## src/sac_pkg.sv

```systemverilog
package sac_pkg;
	localparam int CLK_NS = 50;
	localparam int RES_BITS = 12;

	// Internal shift clock timing, typical figures
	localparam int FIRST_EDGE_NS = 1400;
	localparam int SCK_HIGH_NS = 350;
	localparam int SCK_PERIOD_NS = 1100;
	localparam int DATA_HOLD_NS = 400;
	localparam int BUSY_TAIL_NS = 800;
	localparam int BUSY_MAX_NS = 20000;

	localparam logic [8:0] FIRST_CYC = 9'(FIRST_EDGE_NS / CLK_NS);
	localparam logic [4:0] HIGH_CYC = 5'(SCK_HIGH_NS / CLK_NS);
	localparam logic [4:0] PERIOD_CYC = 5'(SCK_PERIOD_NS / CLK_NS);
	localparam logic [4:0] HOLD_CYC = 5'(DATA_HOLD_NS / CLK_NS);
	// Last falling edge plus tail; stays below the busy maximum
	localparam logic [8:0] END_CYC = 9'((FIRST_EDGE_NS + (RES_BITS - 1) * SCK_PERIOD_NS
		+ SCK_HIGH_NS + BUSY_TAIL_NS) / CLK_NS);
	localparam logic [8:0] BUSY_MAX_CYC = 9'(BUSY_MAX_NS / CLK_NS);

	localparam logic [3:0] LAST_BIT = 4'(RES_BITS - 1);
	localparam logic [3:0] EXT_STOP = 4'hd;

	// Synchroniser reset levels: inputs idle
	localparam logic [1:0] SYNC_HIGH = 2'h3;
	localparam logic [1:0] SYNC_LOW = 2'h0;
	localparam logic [11:0] SHREG_RESET = 12'h000;

	typedef enum logic [1:0] {
		ST_IDLE = 2'b01,
		ST_CONVERSION_START_N = 2'b10
	} sac_state_t;
endpackage

```

## src/sac_ctrl.sv

```systemverilog
`timescale 1ns/1ps
// How it works
// - Idle falling edge on start input holds sampler and begins conversion.
// - Start input transitions are ignored while a conversion runs.
// - Conversion starts on the start edge whatever chip select shows.
// - Busy goes low within 120 ns, stays low until conversion ends.
// - Internal clock mode sends previous result during current conversion.
// - Result word is 12-bit two's complement, most significant bit first.
// - Internal mode data bit holds across both shift clock edges.
// - Busy stays low through the whole internal-clock transfer.
// - Internal shift clock period 1.1 us, high 250-500, low 600-875 ns.
// - First internal rising edge about 1.4 us after start falls.
// - Busy rises about 800 ns after the last internal falling edge.
// - Result copies into shift register just before busy rises.
// - External mode shifts only on host shift clock edges.
// - Codes 7ff, 000, fff, 800 map to the documented scale points.
// - Source select high makes shift clock an input, low an output.
// - Chip select high floats data, busy and driven shift clock.
// - Clock high and select low at update skips it, dropping new result.
// - After the 13th external rising edge, serial data goes low.
module sac_ctrl (
	input wire logic i_clk,
	input wire logic i_rst,
	input wire logic i_ce,
	input wire logic i_conversion_start_n,
	input wire logic i_chip_select_n,
	input wire logic i_shift_clock_source_select,
	input wire logic i_serial_shift_clock,
	output logic o_serial_shift_clock,
	output logic o_serial_shift_clock_oe_n,
	output logic o_serial_data,
	output logic o_serial_data_oe_n,
	output logic o_busy_n,
	output logic o_busy_oe_n,
	output logic o_sample_hold,
	input wire logic i_result_valid,
	input wire logic [sac_pkg::RES_BITS-1:0] i_result_code,
	output logic o_result_ready
);
	import sac_pkg::*;

	typedef struct packed {
		sac_state_t state;
		logic [1:0] conversion_start_n_sy;
		logic [1:0] cs_sy;
		logic [1:0] sel_sy;
		logic [1:0] sck_sy;
		logic conversion_start_n_prev;
		logic sck_prev;
		logic tx;
		logic [8:0] tcount;
		logic [4:0] phase;
		logic [3:0] bitidx;
		logic [3:0] ecount;
		logic [RES_BITS-1:0] shreg;
		logic sdata;
		logic sck_out;
	} sac_ctrl_t;

	localparam sac_ctrl_t CTRL_RESET = '{
		state: ST_IDLE,
		conversion_start_n_sy: SYNC_HIGH,
		cs_sy: SYNC_HIGH,
		sel_sy: SYNC_LOW,
		sck_sy: SYNC_LOW,
		conversion_start_n_prev: 1'b1,
		sck_prev: 1'b0,
		tx: 1'b0,
		tcount: 9'h000,
		phase: 5'h00,
		bitidx: 4'h0,
		ecount: 4'h0,
		shreg: SHREG_RESET,
		sdata: 1'b0,
		sck_out: 1'b0
	};

	function automatic logic rise_of(input logic now, input logic prev);
		return now && !prev;
	endfunction

	sac_ctrl_t r;
	sac_ctrl_t next_r;
	logic conversion_start_n_fall;
	logic ext_mode;
	logic sck_rise;
	logic upd;
	logic upd_ok;
	logic buf_valid;
	logic [RES_BITS-1:0] buf_data;

	// Staging keeps a finished word while the shift register is still busy
	sac_buf2 u_buf (
		.i_clk(i_clk),
		.i_rst(i_rst),
		.i_ce(i_ce),
		.i_valid(i_result_valid),
		.i_data(i_result_code),
		.o_ready(o_result_ready),
		.o_valid(buf_valid),
		.o_data(buf_data),
		.i_ready(upd)
	);

	always_comb begin
		next_r = r;
		// Pins pass two flops before any logic looks at them
		next_r.conversion_start_n_sy = {r.conversion_start_n_sy[0], i_conversion_start_n};
		next_r.cs_sy = {r.cs_sy[0], i_chip_select_n};
		next_r.sel_sy = {r.sel_sy[0], i_shift_clock_source_select};
		next_r.sck_sy = {r.sck_sy[0], i_serial_shift_clock};
		next_r.conversion_start_n_prev = r.conversion_start_n_sy[1];
		next_r.sck_prev = r.sck_sy[1];

		// Chip select not part of the start condition
		conversion_start_n_fall = rise_of(!r.conversion_start_n_sy[1], !r.conversion_start_n_prev);
		ext_mode = r.sel_sy[1];
		// Chip select gates the host clock
		sck_rise = ext_mode && !r.cs_sy[1] && rise_of(r.sck_sy[1], r.sck_prev);
		upd = 1'b0;
		// Host clock must be low or select high as busy rises
		upd_ok = !ext_mode || r.cs_sy[1] || !r.sck_sy[1];

		if (sck_rise) begin
			if (r.ecount == 4'h0) begin
				next_r.ecount = 4'h1;
			end else if (r.ecount != EXT_STOP) begin
				// Zeros fill in behind, so the 13th edge leaves data low
				next_r.shreg = {r.shreg[RES_BITS-2:0], 1'b0};
				next_r.ecount = 4'(r.ecount + 4'h1);
			end
		end

		case (r.state)
			ST_IDLE: begin
				next_r.tx = 1'b0;
				if (conversion_start_n_fall) begin
					next_r.state = ST_CONVERSION_START_N;
					next_r.tcount = 9'h000;
					next_r.phase = 5'h00;
					next_r.bitidx = 4'h0;
				end
			end
			ST_CONVERSION_START_N: begin
				// Start edges fall through here untouched
				next_r.tcount = 9'(r.tcount + 9'h001);
				if ((r.tcount == FIRST_CYC - 9'h001) && !ext_mode) begin
					next_r.tx = 1'b1;
					next_r.phase = 5'h00;
					next_r.bitidx = 4'h0;
				end else if (r.tx) begin
					if (r.phase == PERIOD_CYC - 5'h01) begin
						next_r.phase = 5'h00;
						if (r.bitidx == LAST_BIT) begin
							next_r.tx = 1'b0;
						end else begin
							next_r.bitidx = 4'(r.bitidx + 4'h1);
						end
					end else begin
						next_r.phase = 5'(r.phase + 5'h01);
					end
					// Bit changes well after the falling edge, not on it
					if (r.phase == HIGH_CYC + HOLD_CYC - 5'h01) begin
						next_r.shreg = {r.shreg[RES_BITS-2:0], 1'b0};
					end
				end
				if (r.tcount == END_CYC - 9'h001) begin
					// Last cycle of busy: word is popped even when skipped
					upd = buf_valid;
					if (upd_ok && buf_valid) begin
						// Two's complement code passes through unchanged
						next_r.shreg = buf_data;
						next_r.ecount = 4'h0;
					end
					next_r.state = ST_IDLE;
					next_r.tx = 1'b0;
				end
			end
			default: begin
				next_r.state = ST_IDLE;
				next_r.tx = 1'b0;
			end
		endcase

		if (ext_mode) begin
			next_r.sdata = (next_r.ecount != 4'h0) && next_r.shreg[RES_BITS-1];
		end else begin
			// Data low outside a transfer; MSB waits ready ahead of the first edge
			next_r.sdata = (next_r.state == ST_CONVERSION_START_N) && (next_r.tx || (next_r.tcount < FIRST_CYC))
				&& next_r.shreg[RES_BITS-1];
		end
		next_r.sck_out = !ext_mode && next_r.tx && (next_r.phase < HIGH_CYC);
	end

	always_ff @(posedge i_clk) begin
		if (i_rst) begin
			r <= CTRL_RESET;
		end else if (i_ce) begin
			r <= next_r;
		end
	end

	// Combinational term keeps the start-to-busy delay within two sync flops
	assign o_busy_n = !((r.state == ST_CONVERSION_START_N) || conversion_start_n_fall);
	assign o_busy_oe_n = r.cs_sy[1];
	assign o_serial_data = r.sdata;
	assign o_serial_data_oe_n = r.cs_sy[1];
	assign o_serial_shift_clock = r.sck_out;
	assign o_serial_shift_clock_oe_n = r.cs_sy[1] || r.sel_sy[1];
	assign o_sample_hold = (r.state == ST_CONVERSION_START_N);
endmodule // sac_ctrl

```

## src/sac_buf2.sv

```systemverilog
`timescale 1ns/1ps
module sac_buf2 (
	input wire logic i_clk,
	input wire logic i_rst,
	input wire logic i_ce,
	input wire logic i_valid,
	input wire logic [sac_pkg::RES_BITS-1:0] i_data,
	output logic o_ready,
	output logic o_valid,
	output logic [sac_pkg::RES_BITS-1:0] o_data,
	input wire logic i_ready
);
	import sac_pkg::*;

	typedef struct packed {
		logic [1:0][RES_BITS-1:0] mem;
		logic [1:0] count;
	} sac_buf_t;

	sac_buf_t r;
	sac_buf_t next_r;
	logic push;
	logic pop;
	logic slot;

	always_comb begin
		next_r = r;
		push = i_valid && (r.count != 2'h2);
		pop = i_ready && (r.count != 2'h0);
		slot = !((r.count == 2'h0) || ((r.count == 2'h1) && pop));
		if (pop) begin
			next_r.mem[0] = r.mem[1];
		end
		if (push) begin
			next_r.mem[slot] = i_data;
		end
		next_r.count = 2'(r.count + {1'b0, push} - {1'b0, pop});
	end

	always_ff @(posedge i_clk) begin
		if (i_rst) begin
			r <= '0;
		end else if (i_ce) begin
			r <= next_r;
		end
	end

	assign o_ready = (r.count != 2'h2);
	assign o_valid = (r.count != 2'h0);
	assign o_data = r.mem[0];
endmodule // sac_buf2

```

## config.mk

```make
export PLATFORM = sky130hd
export DESIGN_NAME = sac_ctrl
export DESIGN_NICKNAME = d
export VERILOG_FILES = /design/src/sac_pkg.sv /design/src/sac_ctrl.sv /design/src/sac_buf2.sv
export SDC_FILE = /design/constraint.sdc
export NUM_CORES = 1
export LEC_CHECK = 0
export BUFFER_PORTS_ARGS = -buffer_cell sky130_fd_sc_hd__buf_2
export CAP_MARGIN = 25
export CELL_PAD_IN_SITES_DETAIL_PLACEMENT = 1
export CELL_PAD_IN_SITES_GLOBAL_PLACEMENT = 2
export CORE_MARGIN = 3
export CORE_UTILIZATION = 35
export DETAILED_ROUTE_END_ITERATION = 7
export PLACE_DENSITY_LB_ADDON = 0.1
export RECOVER_POWER = 100
export SLEW_MARGIN = 20
export SYNTH_ARGS = -nofsm -noshare
export SYNTH_HDL_FRONTEND = slang
export SYNTH_HIERARCHICAL = 1
export SYNTH_SLANG_ARGS = --single-unit
```

## constraint.sdc

```tcl
create_clock -name i_clk -period 3.7 [get_ports i_clk]
set_clock_uncertainty 0.1 [all_clocks]
set_input_delay 0.74 -clock i_clk [delete_from_list [all_inputs] [get_ports i_clk]]
set_output_delay 0.74 -clock i_clk [all_outputs]
set_load 0.02 [all_outputs]
```

---- Yosys cells after proc, flatten, opt, wreduce, memory -nomap -nowiden ----
Cells that the tools add are included.
operators by class
  add/subtract/negate cells ............... 6
  reductions and logical operators ........ 35
  equal/unequal tests ..................... 15
  muxes and demuxes ....................... 34
  magnitude comparators ................... 4
operators by type and width
  operator               count
  $mux W12               7
  $mux W16               5
  $pmux W18 S2           1
  $bwmux W24             1
  $mux W18               1
  $mux W9                2
  $logic_and A1 B1 Y1    15
  $demux W12 S1          1
  $mux W4                3
  $add A9 B1 Y9 const B  1
  $eq A9 B5 Y1 const B   1
  $eq A9 B9 Y1 const B   1
  $lt A9 B5 Y1 const B   1
  $mux W1                9
  $add A4 B1 Y4 const B  2
  $logic_not A1 Y1       7
  $logic_or A1 B1 Y1     6
  $ne A3 B1 Y1 const B   2
  $reduce_and A6 Y1      1
  $add A5 B1 Y5 const B  1
  $eq A5 B4 Y1 const B   1
  $eq A5 B5 Y1 const B   1
  $lt A5 B3 Y1 const B   1
  $mux W5                1
  17 further kinds       22
word-level totals
  output and inout port bits .............. 8
  flip-flop bits (word level) ............. 75
  input port bits ......................... 20
  logic and storage cells ................. 112

---- Depth between registers and ports, before layout ----
Gate-level depths: netlist of run 1.
  depth after elaboration ................. 13
  depth in mapped cells ................... 12
  mapped depth without buffers ............ 12

---- By module ----
The synthesis of run 1 kept the hierarchy.
by module, submodules not included
  module    area each (µm²)  cells an instance  seq. area each (µm²)  times used
  sac_ctrl  2926.6           372                980.9                 1
  sac_buf2  1425.1           160                520.5                 1

---- Worst setup path after synthesis of run 1 ----
OpenSTA, ideal clock, no wires.
  kind .................................... flip-flop to flip-flop
  start point ............................. register r[30] (netlist name)
  end point ............................... register u_buf/r[1] (netlist bit)
  cell stages (with the launch flop) ...... 13
  data required time ...................... 3527 ps
  setup slack ............................. 1142 ps
  buffers on the path ..................... 1
  period minus slack after synthesis ...... 2558 ps
  library setup time ...................... 73 ps
  arrival ................................. 2385 ps
  cells stage by stage .................... dfxtp_1 clkbuf_1 nor4bb_1 nand4_1 nor2_1 and2_1 o21a_1 ha_1 inv_1 ha_1 xnor2_1 or3_1 a21oi_1
RTL lines
  what                    RTL line        text
  end signal: assignment  sac_buf2.sv:44  r <= next_r;
  end: declaration        sac_buf2.sv:20  sac_buf_t r;

==> out/metrics.csv, run 1 <==
stage,metric,value,unit
power,p_sw_share,26.7,%
critical_path,crit_path_cell_trace,inv_1 -> ha_1 -> clkbuf_1 -> o31ai_1 -> nor2b_1 -> mux2_4 -> o221ai_1 -> nand2_1 -> a31o_1,
worst_hold_path,hp-class,flip-flop to flip-flop,
synthesis,synth_area_per_cell,8.18,µm²
cts,cts_root_buf,clkbuf_16,
synthesis,yosys_warnings,6,
flow_run,cap_violations,0,
critical_path,critical_path_buf_inv_count,2,
detailed_routing,totalWireLength,12600,µm
floorplan,die_y,118,µm
floorplan,start_util,36.1,%
cts,ctsLongestPathBuffers,2,
critical_path,cp.arrival,3320,ps
power,seq_power_share,45.5,%
floorplan,io_pins,28,
critical_path,cp-end-kind,flip-flop,
detailed_routing,drtIter0Drc,130,
detailed_routing,routed_via_density,5.51,
global_routing,grt_usage,19.0,%
critical_path,cpPeakStageDelay,580,ps
sta,fmax,315,MHz
layout,synthToLayoutAreaGrowth,8.65,%
synthesis,async_reset_ff_share,0,%
global_routing,grt_max_degree,60,
detailed_routing,firstDrtPassIters,4,
synthesis,synth.most_common_cell,dfxtp_1,
layout,fin_nets,565,
global_routing,grt_overflow,0,
critical_path,path_delay_family,compound AO/OA/AOI/OAI gates,
power,peakVddDrop,275,µV
detailed_routing,vias,3882,
global_routing,grt_pass1_vias,4182,
critical_path,start_kind,flip-flop,
detailed_routing,remaining_drc_errors,0,
sta,finalSetupViolCount,0,
cts,clock-sinks,75,
worst_hold_path,min_path_cells,2,
sta,slew_violations,0,
synthesis,yosys.area.top_type,dfxtp_1,
floorplan,die_area,0.0138,mm²
cts,cts_buffers,9,
synthesis,synth_top_area_share,34.5,%
power,p_sw,500,µW
critical_path,crit_fanout,15,
power,clockPowerShare,45.0,%
critical_path,rr_endpoint,r[10]$_SDFFE_PP0P_,
cts,cts_hold_buf,0,
synthesis,synth_edf_count,0,
cts,tritoncts,yes,
sta,tightest_slew,1220,ps
worst_hold_path,holdPathEnd,next_r[46]$_SDFFE_PP1P_,
synthesis,synth_ff_type,dfxtp_1,
synthesis,synth_nets,565,
detailed_routing,wl_per_cell,17.8,µm
cts,h-tree-depth,3,
sta,min_period_over_period,85.9,%
synthesis,synthTopCellsByCount,"dfxtp_1, nor2_1, nand2_1",
synthesis,synth_seq_cells,75,
sta,fin_tns_setup,0,ps
place,place_inst,689,
sta,fin_crit,3180,ps
global_routing,grt_antenna_before_repair,0,
global_routing,grt_pass1_wl,21400,µm
place,gp_congestion,0.770,
detailed_routing,ant_nets,0,
critical_path,r2r_start,r[47]$_SDFFE_PP1P_,
cts,cts_resized,0,
layout,diodes,0,
cts,postCtsSetupBuffers,0,
place,dp_hpwl,8860,µm
sta,max_slew_margin,18.3,%
cts,clk_pin_slew,60,ps
synthesis,synthTopCellsByArea,"dfxtp_1, nor2_1, nand2_1, a21oi_1, ha_1",
sta,rsz0062_at_grt,no,
synthesis,netlist_area,0.00435,mm²
critical_path,worstPathRequired,3840,ps
power,powerDensity,396,mW/mm²
floorplan,core_area,0.0121,mm²
power,combPwrFrac,9.5,%
layout,drive_gt1_share,10.6,%
sta,final_hold_viol_count,0,
floorplan,row_count,40,
power,power_leakage,0.00168,µW
cts,clock_latency,350,ps
status,status,finished clean,
power,p_int,1370,µW
synthesis,yosysSeqAreaShare,34.5,%
layout,finalNonFillerCells,705,
floorplan,fp.dieW,118,µm
critical_path,slowest_stage,nor2b_1,
synthesis,synth_cell_types,67,
critical_path,ff2ff_setup_slack,520,ps
synthesis,syn_inst,532,
place,io_buffers,27,
critical_path,critical_path_class,flip-flop to flip-flop,
critical_path,ff2ff_path_depth,9,
worst_hold_path,holdCritStartpoint,next_r[46]$_SDFFE_PP1P_,
[state kept, by name, summed over array words and instances, names as in the netlist]
signal and flops:
o_serial_data 1, ext_mode 1, u_buf/o_data 12, u_buf/r 14
next_r 6, o_serial_shift_clock 1, r 39, o_busy_oe_n 1
[cells by family after synthesis]
logic type                 synth area share, %
muxes                                     4.08
DFF                                       34.5
and+or+nand+nor                           25.1
buffers and inverters                     7.50
AOI/OAI and AO/OA                         23.7
xor gates and xnor gates                  1.41
adders and majority gates                 3.74
[per-stage QoR]
stage / total power [µW] / cell area [µm²] / hold WS, ps / util (%) / setup slack [ps]
6_report: 1870 / 4730 / 378 / 39.2 / 521
5_1_grt: 1960 / 4730 / 397 / 39.2 / 316
4_1_cts: 1910 / 4790 / 380 / 39.7 / 722
3_5_place_dp: 1050 / 4510 / 366 / 37.4 / 742
3_3_place_gp: 1050 / 4510 / 355 / 37.4 / 827
2_1_floorplan: 1010 / 4350 / 341 / - / 1140
[layout by cell type, fill, tap and decap left out, drive strengths merged, types with 3 or more instances in the layout]
master   count
a22o         4
a21oi       35
o21ai       43
ha          13
o31ai        3
xor2         3
nand2       49
nor4         5
a31o         7
clkbuf      23
inv         16
a2bb2oi      4
or2          5
nor2b        7
a311oi      13
nor3        18
or3b        11
nor2        50
nand3       23
and3         5
buf         26
a22oi        6
mux2i       15
xnor2        4
a32oi        3
a31oi        4
o221ai       6
or3          7
nand2b       9
nand4        9
dfxtp       75
a211oi       3
[worst max path at each step]
stage	from	to	slack [ps]	cells after the start
6_report	r[47]$_SDFFE_PP1P_	r[10]$_SDFFE_PP0P_	520	9
3_3_place_gp	r[27]$_SDFFE_PP0P_	o_serial_data$_SDFFE_PP0P_	830	8
3_5_place_dp	r[32]$_SDFFE_PP0P_	u_buf/o_data[6]$_SDFFE_PP0P_	740	7
5_1_grt	r[47]$_SDFFE_PP1P_	r[9]$_SDFFE_PP0P_	320	9
4_1_cts	r[32]$_SDFFE_PP0P_	u_buf/o_data[0]$_SDFFE_PP0P_	720	7
2_1_floorplan	r[30]$_SDFFE_PP0P_	u_buf/r[1]$_SDFFE_PP0P_	1140	12
[worst min-delay path, stage by stage, from the launching register on]
cell	delay (ps)
dfxtp_1	330
mux2i_1	70
nand2_1	60
[layer usage]
layer	track usage (%)	vias to the layer above	wire [µm]
met5	0	-	0
met4	4.25	0	121
met3	4.71	11	278
met2	33.6	23	6280
met1	23.3	1915	5880
li1	-	1933	-
[layout make-up]
class | instances | area, µm²
fill | 1466 | 7330
clock inverter | 5 | 37.5
inverter | 15 | 56.3
clock buffer | 11 | 243
sequential | 75 | 1500
timing repair buffer | 38 | 193
multi-input combinational | 393 | 2490
tap | 168 | 210
[power by group through the flow]
stage / Clock (µW) / Combinational, µW / Sequential [µW]
final: 842 / 178 / 850
after global routing: 904 / 203 / 853
after CTS: 871 / 186 / 851
after detailed placement: 0 / 185 / 868
after global placement: 0 / 183 / 868
after floorplan: 0 / 146 / 860
(Power assumes the default switching activity.)
==> run 2, diff against run 1 <==
Settings changed: CORE_UTILIZATION 35 to 33, REMOVE_ABC_BUFFERS set to 1.
Clock period 3.7 ns to 2.6 ns, I/O delays scaled along.
==> out/metrics.csv, run 2 (synthesized netlist as in run 1, its figures left out) <==
stage,metric,value,unit,change
layout,synthToLayoutAreaGrowth,18.7,%,
global_routing,grt_antenna_before_repair,0,,unchanged
layout,largest_reg_flops,39,,unchanged
detailed_routing,ant_nets,0,,unchanged
critical_path,crit_path_cell_trace,ha_4 -> or4b_4 -> o31ai_4 -> nor2b_4 -> mux2_4 -> o221ai_1 -> nand2_1 -> a31o_1,,
sta,fmax,404,MHz,+28%
cts,cts_buffers,9,,unchanged
place,dp_hpwl,9530,µm,+7.6%
worst_hold_path,holdPathEnd,next_r[46]$_SDFFE_PP1P_,,
sta,tightest_slew,886,ps,-339 ps
place,gp_congestion,0.833,,+8.2%
detailed_routing,totalWireLength,13000,µm,+3.6%
cts,ctsLongestPathBuffers,2,,unchanged
sta,finalSetupViolCount,0,,unchanged
power,power_leakage,0.00190,µW,+13%
worst_hold_path,min_path_cells,3,,+1
critical_path,cp.arrival,2620,ps,-700 ps
global_routing,grt_pass1_wl,21700,µm,+1.0%
layout,finalNonFillerCells,745,,+5.7%
global_routing,grt_usage,18.5,%,-0.44 points
critical_path,start_kind,flip-flop,,
sta,rsz0062_at_grt,yes,,
cts,clock-sinks,75,,unchanged
global_routing,grt_max_degree,38,,-37%
critical_path,slowest_stage,or4b_4,,
cts,h-tree-depth,3,,unchanged
sta,slew_violations,0,,unchanged
power,peakVddDrop,268,µV,-2.5%
cts,clock_latency,340,ps,about the same
detailed_routing,vias,4062,,+4.6%
detailed_routing,wl_per_cell,17.5,µm,-2.0%
global_routing,grt_pass1_vias,4177,,-0.12%
place,place_ws,40.4,ps,-702 ps
status,status,finished clean,,
critical_path,cpPeakStageDelay,470,ps,-110 ps
critical_path,cp-end-kind,flip-flop,,
layout,mostFrequentLayoutCell,dfxtp_1,,
floorplan,io_pins,28,,unchanged
floorplan,start_util,34.1,%,-2.0 points
detailed_routing,remaining_drc_errors,0,,unchanged
sta,final_hold_viol_count,0,,unchanged
sta,min_period_over_period,95.2,%,+9.3 points
worst_hold_path,hp-class,input pin to flip-flop,,
cts,cts_root_buf,clkbuf_16,,
floorplan,core_area,0.0128,mm²,+5.9%
floorplan,die_area,0.0146,mm²,+5.7%
critical_path,critical_path_class,flip-flop to flip-flop,,
detailed_routing,firstDrtPassIters,4,,unchanged
critical_path,rr_endpoint,r[8]$_SDFFE_PP0P_,,
critical_path,r2r_start,r[28]$_SDFFE_PP0P_,,
detailed_routing,drtIter0Drc,165,,+27%
place,io_buffers,27,,unchanged
floorplan,fp.dieW,121,µm,+2.8%
detailed_routing,routed_via_density,5.45,,-0.98%
layout,top_register,r,,
sta,max_slew_margin,40.9,%,+23 points
place,place_inst,728,,+5.7%
layout,fin_nets,602,,+6.5%
floorplan,row_count,41,,+2.5%
layout,mostFrequentLayoutCells,"dfxtp_1, nor2_1, nand2_1",,
critical_path,ff2ff_path_depth,8,,-1
critical_path,ff2ff_setup_slack,120,ps,-400 ps
flow_run,cap_violations,0,,unchanged
power,powerDensity,552,mW/mm²,+40%
sta,fin_crit,2480,ps,-703 ps
layout,drive_gt1_share,20.2,%,+9.6 points
cts,tritoncts,yes,,
worst_hold_path,holdCritStartpoint,i_conversion_start_n,,
layout,diodes,0,,unchanged
power,finalPower,2850,µW,+52%
critical_path,crit_fanout,7,,-8
critical_path,worstPathRequired,2740,ps,-1100 ps
global_routing,grt_overflow,0,,unchanged
sta,layout_setup_ws,125,ps,-397 ps
floorplan,die_y,121,µm,+2.8%
cts,clk_pin_slew,60,ps,about the same
==> run 2: cell count changes in the layout (fill, tap and decap cells not counted), moves of 2 or more <==
cell | before | now
dfxtp_2 | 0 | 3
buf_4 | 7 | 45
o21ai_0 | 28 | 26
nor2b_4 | 0 | 3
a311oi_1 | 7 | 3
bufinv_16 | 0 | 2
a311oi_2 | 6 | 10
nor2b_1 | 6 | 4
clkbuf_1 | 13 | 10
dfxtp_1 | 75 | 72
ha_1 | 13 | 11
==> run 2: worst max-delay path by stage <==
stage,from,endpoint,cells after the start
final,r[28]$_SDFFE_PP0P_,r[8]$_SDFFE_PP0P_,8
after floorplan,r[47]$_SDFFE_PP1P_,u_buf/r[1]$_SDFFE_PP0P_,12
after CTS,r[32]$_SDFFE_PP0P_,u_buf/r[1]$_SDFFE_PP0P_,11
after global placement,r[47]$_SDFFE_PP1P_,u_buf/o_data[7]$_SDFFE_PP0P_,9
after global routing,r[32]$_SDFFE_PP0P_,u_buf/r[1]$_SDFFE_PP0P_,11
after detailed placement,r[27]$_SDFFE_PP0P_,r[12]$_SDFFE_PP0P_,8
==> run 2: area by class of cell <==
class | count | area [µm²]
timing repair buffer | 75 | 475
tap | 172 | 215
multi-input combinational | 393 | 2600
inverter | 15 | 56.3
sequential | 75 | 1510
clock inverter | 6 | 90.1
clock buffer | 9 | 225
fill | 1529 | 7610
==> run 2: report_power, final <==
part,switching [µW],leakage [µW],internal (µW)
Combinational,170,0.00114,111
Sequential,25.3,0.000610,1180
Clock,525,0.000152,839
Total,720,0.00190,2130
==> run 2: critical path, delay by kind of cell, from the launching register on <==
family | cells | cell delay [ps]
and+or+nand+nor | 3 | 660
adders and majority gates | 1 | 140
AOI/OAI and AO/OA | 3 | 760
DFF | 1 | 360
muxes | 1 | 360
==> run 2: routing by layer <==
metal	global-route usage, %	vias to the layer above	part of all wire [%]
met3	3.60	14	2.5
li1	-	2010	-
met4	5.31	0	1.3
met5	0	-	0
met1	24.8	1987	50
met2	30.3	51	47
==> run 2: metrics by stage <==
| step | hold WS (ps) | cell area (µm²) | TNS [ps] | utilization, % |
|---|---|---|---|---|
| 2_1_floorplan | 339 | 4080 | -689 | - |
| 3_3_place_gp | 351 | 4780 | 0 | 37.4 |
| 3_5_place_dp | 365 | 4780 | 0 | 37.4 |
| 4_1_cts | 297 | 5090 | 0 | 39.9 |
| 5_1_grt | 332 | 5160 | -103 | 40.4 |
| 6_report | 307 | 5160 | 0 | 40.4 |
==> run 2: what timing repair did <==
action,in CTS,in global routing
endpoints found under the setup margin,0,24
resized for setup,0,19
hold buffers,0,0
buffers inserted,0,2
==> run 3, diff against run 2 <==
Settings changed: CORE_UTILIZATION 33 to 35.
Clock period 2.6 ns to 3.2 ns, I/O delays scaled along.
==> out/metrics.csv, run 3 (synthesized netlist as in run 1, its figures left out) <==
stage,metric,value,unit,change
power,p_sw_share,24.1,%,-1.2 points
sta,min_period_over_period,94.3,%,-0.92 points
layout,drive_gt1_share,10.9,%,-9.4 points
floorplan,row_count,40,,-2.4%
layout,top_register,r,,
global_routing,grt_pass1_wl,20200,µm,-6.8%
detailed_routing,ant_nets,0,,unchanged
power,combPwrFrac,8.9,%,-1.0 points
critical_path,ff2ff_setup_slack,180,ps,+60 ps
critical_path,start_kind,flip-flop,,
critical_path,cp.arrival,3140,ps,+520 ps
global_routing,grt_antenna_before_repair,0,,unchanged
place,gp_congestion,0.751,,-9.9%
cts,cts_root_buf,clkbuf_16,,
cts,h-tree-depth,3,,unchanged
worst_hold_path,min_path_cells,1,,-2
detailed_routing,routed_via_density,5.40,,-0.89%
power,powerDensity,477,mW/mm²,-14%
critical_path,r2r_start,r[27]$_SDFFE_PP0P_,,
layout,mostFrequentLayoutCells,"dfxtp_1, nor2_1, nand2_1",,
critical_path,path_delay_family,compound AO/OA/AOI/OAI gates,,
status,status,finished clean,,
detailed_routing,drtIter0Drc,138,,-16%
sta,fin_crit,3020,ps,+542 ps
layout,finalNonFillerCells,711,,-4.6%
floorplan,io_pins,28,,unchanged
sta,tightest_slew,847,ps,-39.3 ps
power,p_sw,552,µW,-23%
cts,clock_latency,350,ps,about the same
floorplan,die_y,118,µm,-2.8%
floorplan,start_util,36.1,%,+2.0 points
sta,hold_slack,369,ps,+61.3 ps
worst_hold_path,holdCritStartpoint,o_serial_shift_clock$_SDFFE_PP0P_,,
cts,clk_pin_slew,60,ps,about the same
global_routing,grt_overflow,0,,unchanged
sta,fin_tns_setup,0,ps,unchanged
cts,tritoncts,yes,,
critical_path,worstPathRequired,3320,ps,+580 ps
critical_path,crit_fanout,8,,+1
place,place_inst,695,,-4.5%
place,io_buffers,27,,unchanged
sta,fmax,331,MHz,-18%
detailed_routing,totalWireLength,12000,µm,-8.0%
critical_path,critical_path_buf_inv_count,0,,unchanged
place,dp_hpwl,8590,µm,-9.9%
floorplan,die_area,0.0138,mm²,-5.4%
global_routing,grt_max_degree,60,,+58%
critical_path,cpPeakStageDelay,540,ps,+70 ps
critical_path,ff2ff_path_depth,8,,unchanged
sta,layout_setup_ws,183,ps,+58.1 ps
layout,fin_nets,571,,-5.1%
critical_path,cp-end-kind,flip-flop,,
global_routing,grt_usage,18.0,%,-0.48 points
power,seq_power_share,42.8,%,+0.5 points
sta,rsz0062_at_grt,no,,
detailed_routing,vias,3842,,-5.4%
layout,mostFrequentLayoutCell,dfxtp_1,,
power,clockPowerShare,48.3,%,+0.5 points
flow_run,cap_violations,0,,unchanged
critical_path,crit_path_cell_trace,ha_1 -> or4b_1 -> o31ai_4 -> nor2b_1 -> mux2i_4 -> a222oi_1 -> a311o_1 -> o21ai_0,,
cts,cts_hold_buf,0,,unchanged
layout,diodes,0,,unchanged
cts,cts_resized,0,,unchanged
layout,synthToLayoutAreaGrowth,10.5,%,
critical_path,rr_endpoint,o_serial_data$_SDFFE_PP0P_,,
power,p_int,1740,µW,-18%
critical_path,critical_path_class,flip-flop to flip-flop,,
place,place_ws,260,ps,+219 ps
sta,final_hold_viol_count,0,,unchanged
layout,design_area,0.00481,mm²,-6.9%
floorplan,core_area,0.0121,mm²,-5.6%
worst_hold_path,hp-class,flip-flop to flip-flop,,
detailed_routing,firstDrtPassIters,4,,unchanged
layout,fillers,1466,,-4.1%
detailed_routing,remaining_drc_errors,0,,unchanged
detailed_routing,wl_per_cell,16.8,µm,-3.6%
layout,largest_reg_flops,39,,unchanged
floorplan,fp.dieW,118,µm,-2.8%
power,peakVddDrop,240,µV,-10%
place,place_area,0.00455,mm²,-4.7%
cts,postCtsSetupBuffers,0,,unchanged
cts,ctsLongestPathBuffers,2,,unchanged
sta,slew_violations,0,,unchanged
cts,clock-sinks,75,,unchanged
sta,max_slew_margin,43.6,%,+2.6 points
cts,cts_buffers,9,,unchanged
global_routing,grt_pass1_vias,3858,,-7.6%
critical_path,slowest_stage,or4b_1,,
sta,finalSetupViolCount,0,,unchanged
power,power_leakage,0.00172,µW,-9.6%
worst_hold_path,holdPathEnd,o_serial_shift_clock$_SDFFE_PP0P_,,
run 3: cell count changes in the layout (fill, tap and decap cells not counted), moves of 3 or more:
cell	change
a311oi_1	+5
a311oi_2	-5
o21ai_0	+3
clkbuf_1	+7
buf_4	-36
nor2b_4	-3
dfxtp_1	+3
dfxtp_2	-3
run 3: per-layer routing:
metal,global-route usage [%],part of all wire (%),vias up
met5,0,0,-
li1,-,-,1935
met4,4.47,0.90,0
met3,5.09,3.4,10
met2,30.2,48,45
met1,23.0,48,1852
run 3: power groups by stage:
stage	Combinational (µW)	Clock (µW)	Sequential, µW
2_1_floorplan	126	0	996
3_3_place_gp	214	0	1000
3_5_place_dp	217	0	1000
4_1_cts	217	1150	982
5_1_grt	230	1190	986
6_report	205	1110	982
run 3: layout make-up:
type / instances / area (µm²) / share of cell area [%]
Inverter: 15 / 56.3 / 1.17
Multi-Input combinational cell: 393 / 2490 / 51.9
Tap cell: 168 / 210 / 4.37
Timing Repair Buffer: 44 / 224 / 4.66
Clock inverter: 4 / 73.8 / 1.54
Clock buffer: 12 / 246 / 5.13
Sequential cell: 75 / 1500 / 31.2
run 3: stage by stage:
step | util [%] | power [µW]
detailed placement | 37.8 | 1220
global placement | 37.8 | 1220
global route | 39.9 | 2410
floorplan | - | 1120
CTS | 40.4 | 2350
finish | 39.9 | 2290
run 3: worst reg2reg max path, delay by kind of cell, from the launching register on:
family / cells / cell delay [ps]
mux: 1 / 240
simple gates: 2 / 750
flops: 1 / 420
fa+ha+maj: 1 / 330
compound gates: 4 / 1060
run 3: how the worst max path moves through the flow:
stage	startpoint	end	slack, ps	cells after the start
after floorplan	r[47]$_SDFFE_PP1P_	u_buf/r[1]$_SDFFE_PP0P_	490	12
after global placement	r[27]$_SDFFE_PP0P_	o_serial_data$_SDFFE_PP0P_	450	8
after detailed placement	r[27]$_SDFFE_PP0P_	o_serial_data$_SDFFE_PP0P_	260	8
after CTS	r[27]$_SDFFE_PP0P_	o_serial_data$_SDFFE_PP0P_	250	8
after global routing	r[32]$_SDFFE_PP0P_	o_serial_data$_SDFFE_PP0P_	70	8
final	r[27]$_SDFFE_PP0P_	o_serial_data$_SDFFE_PP0P_	180	8
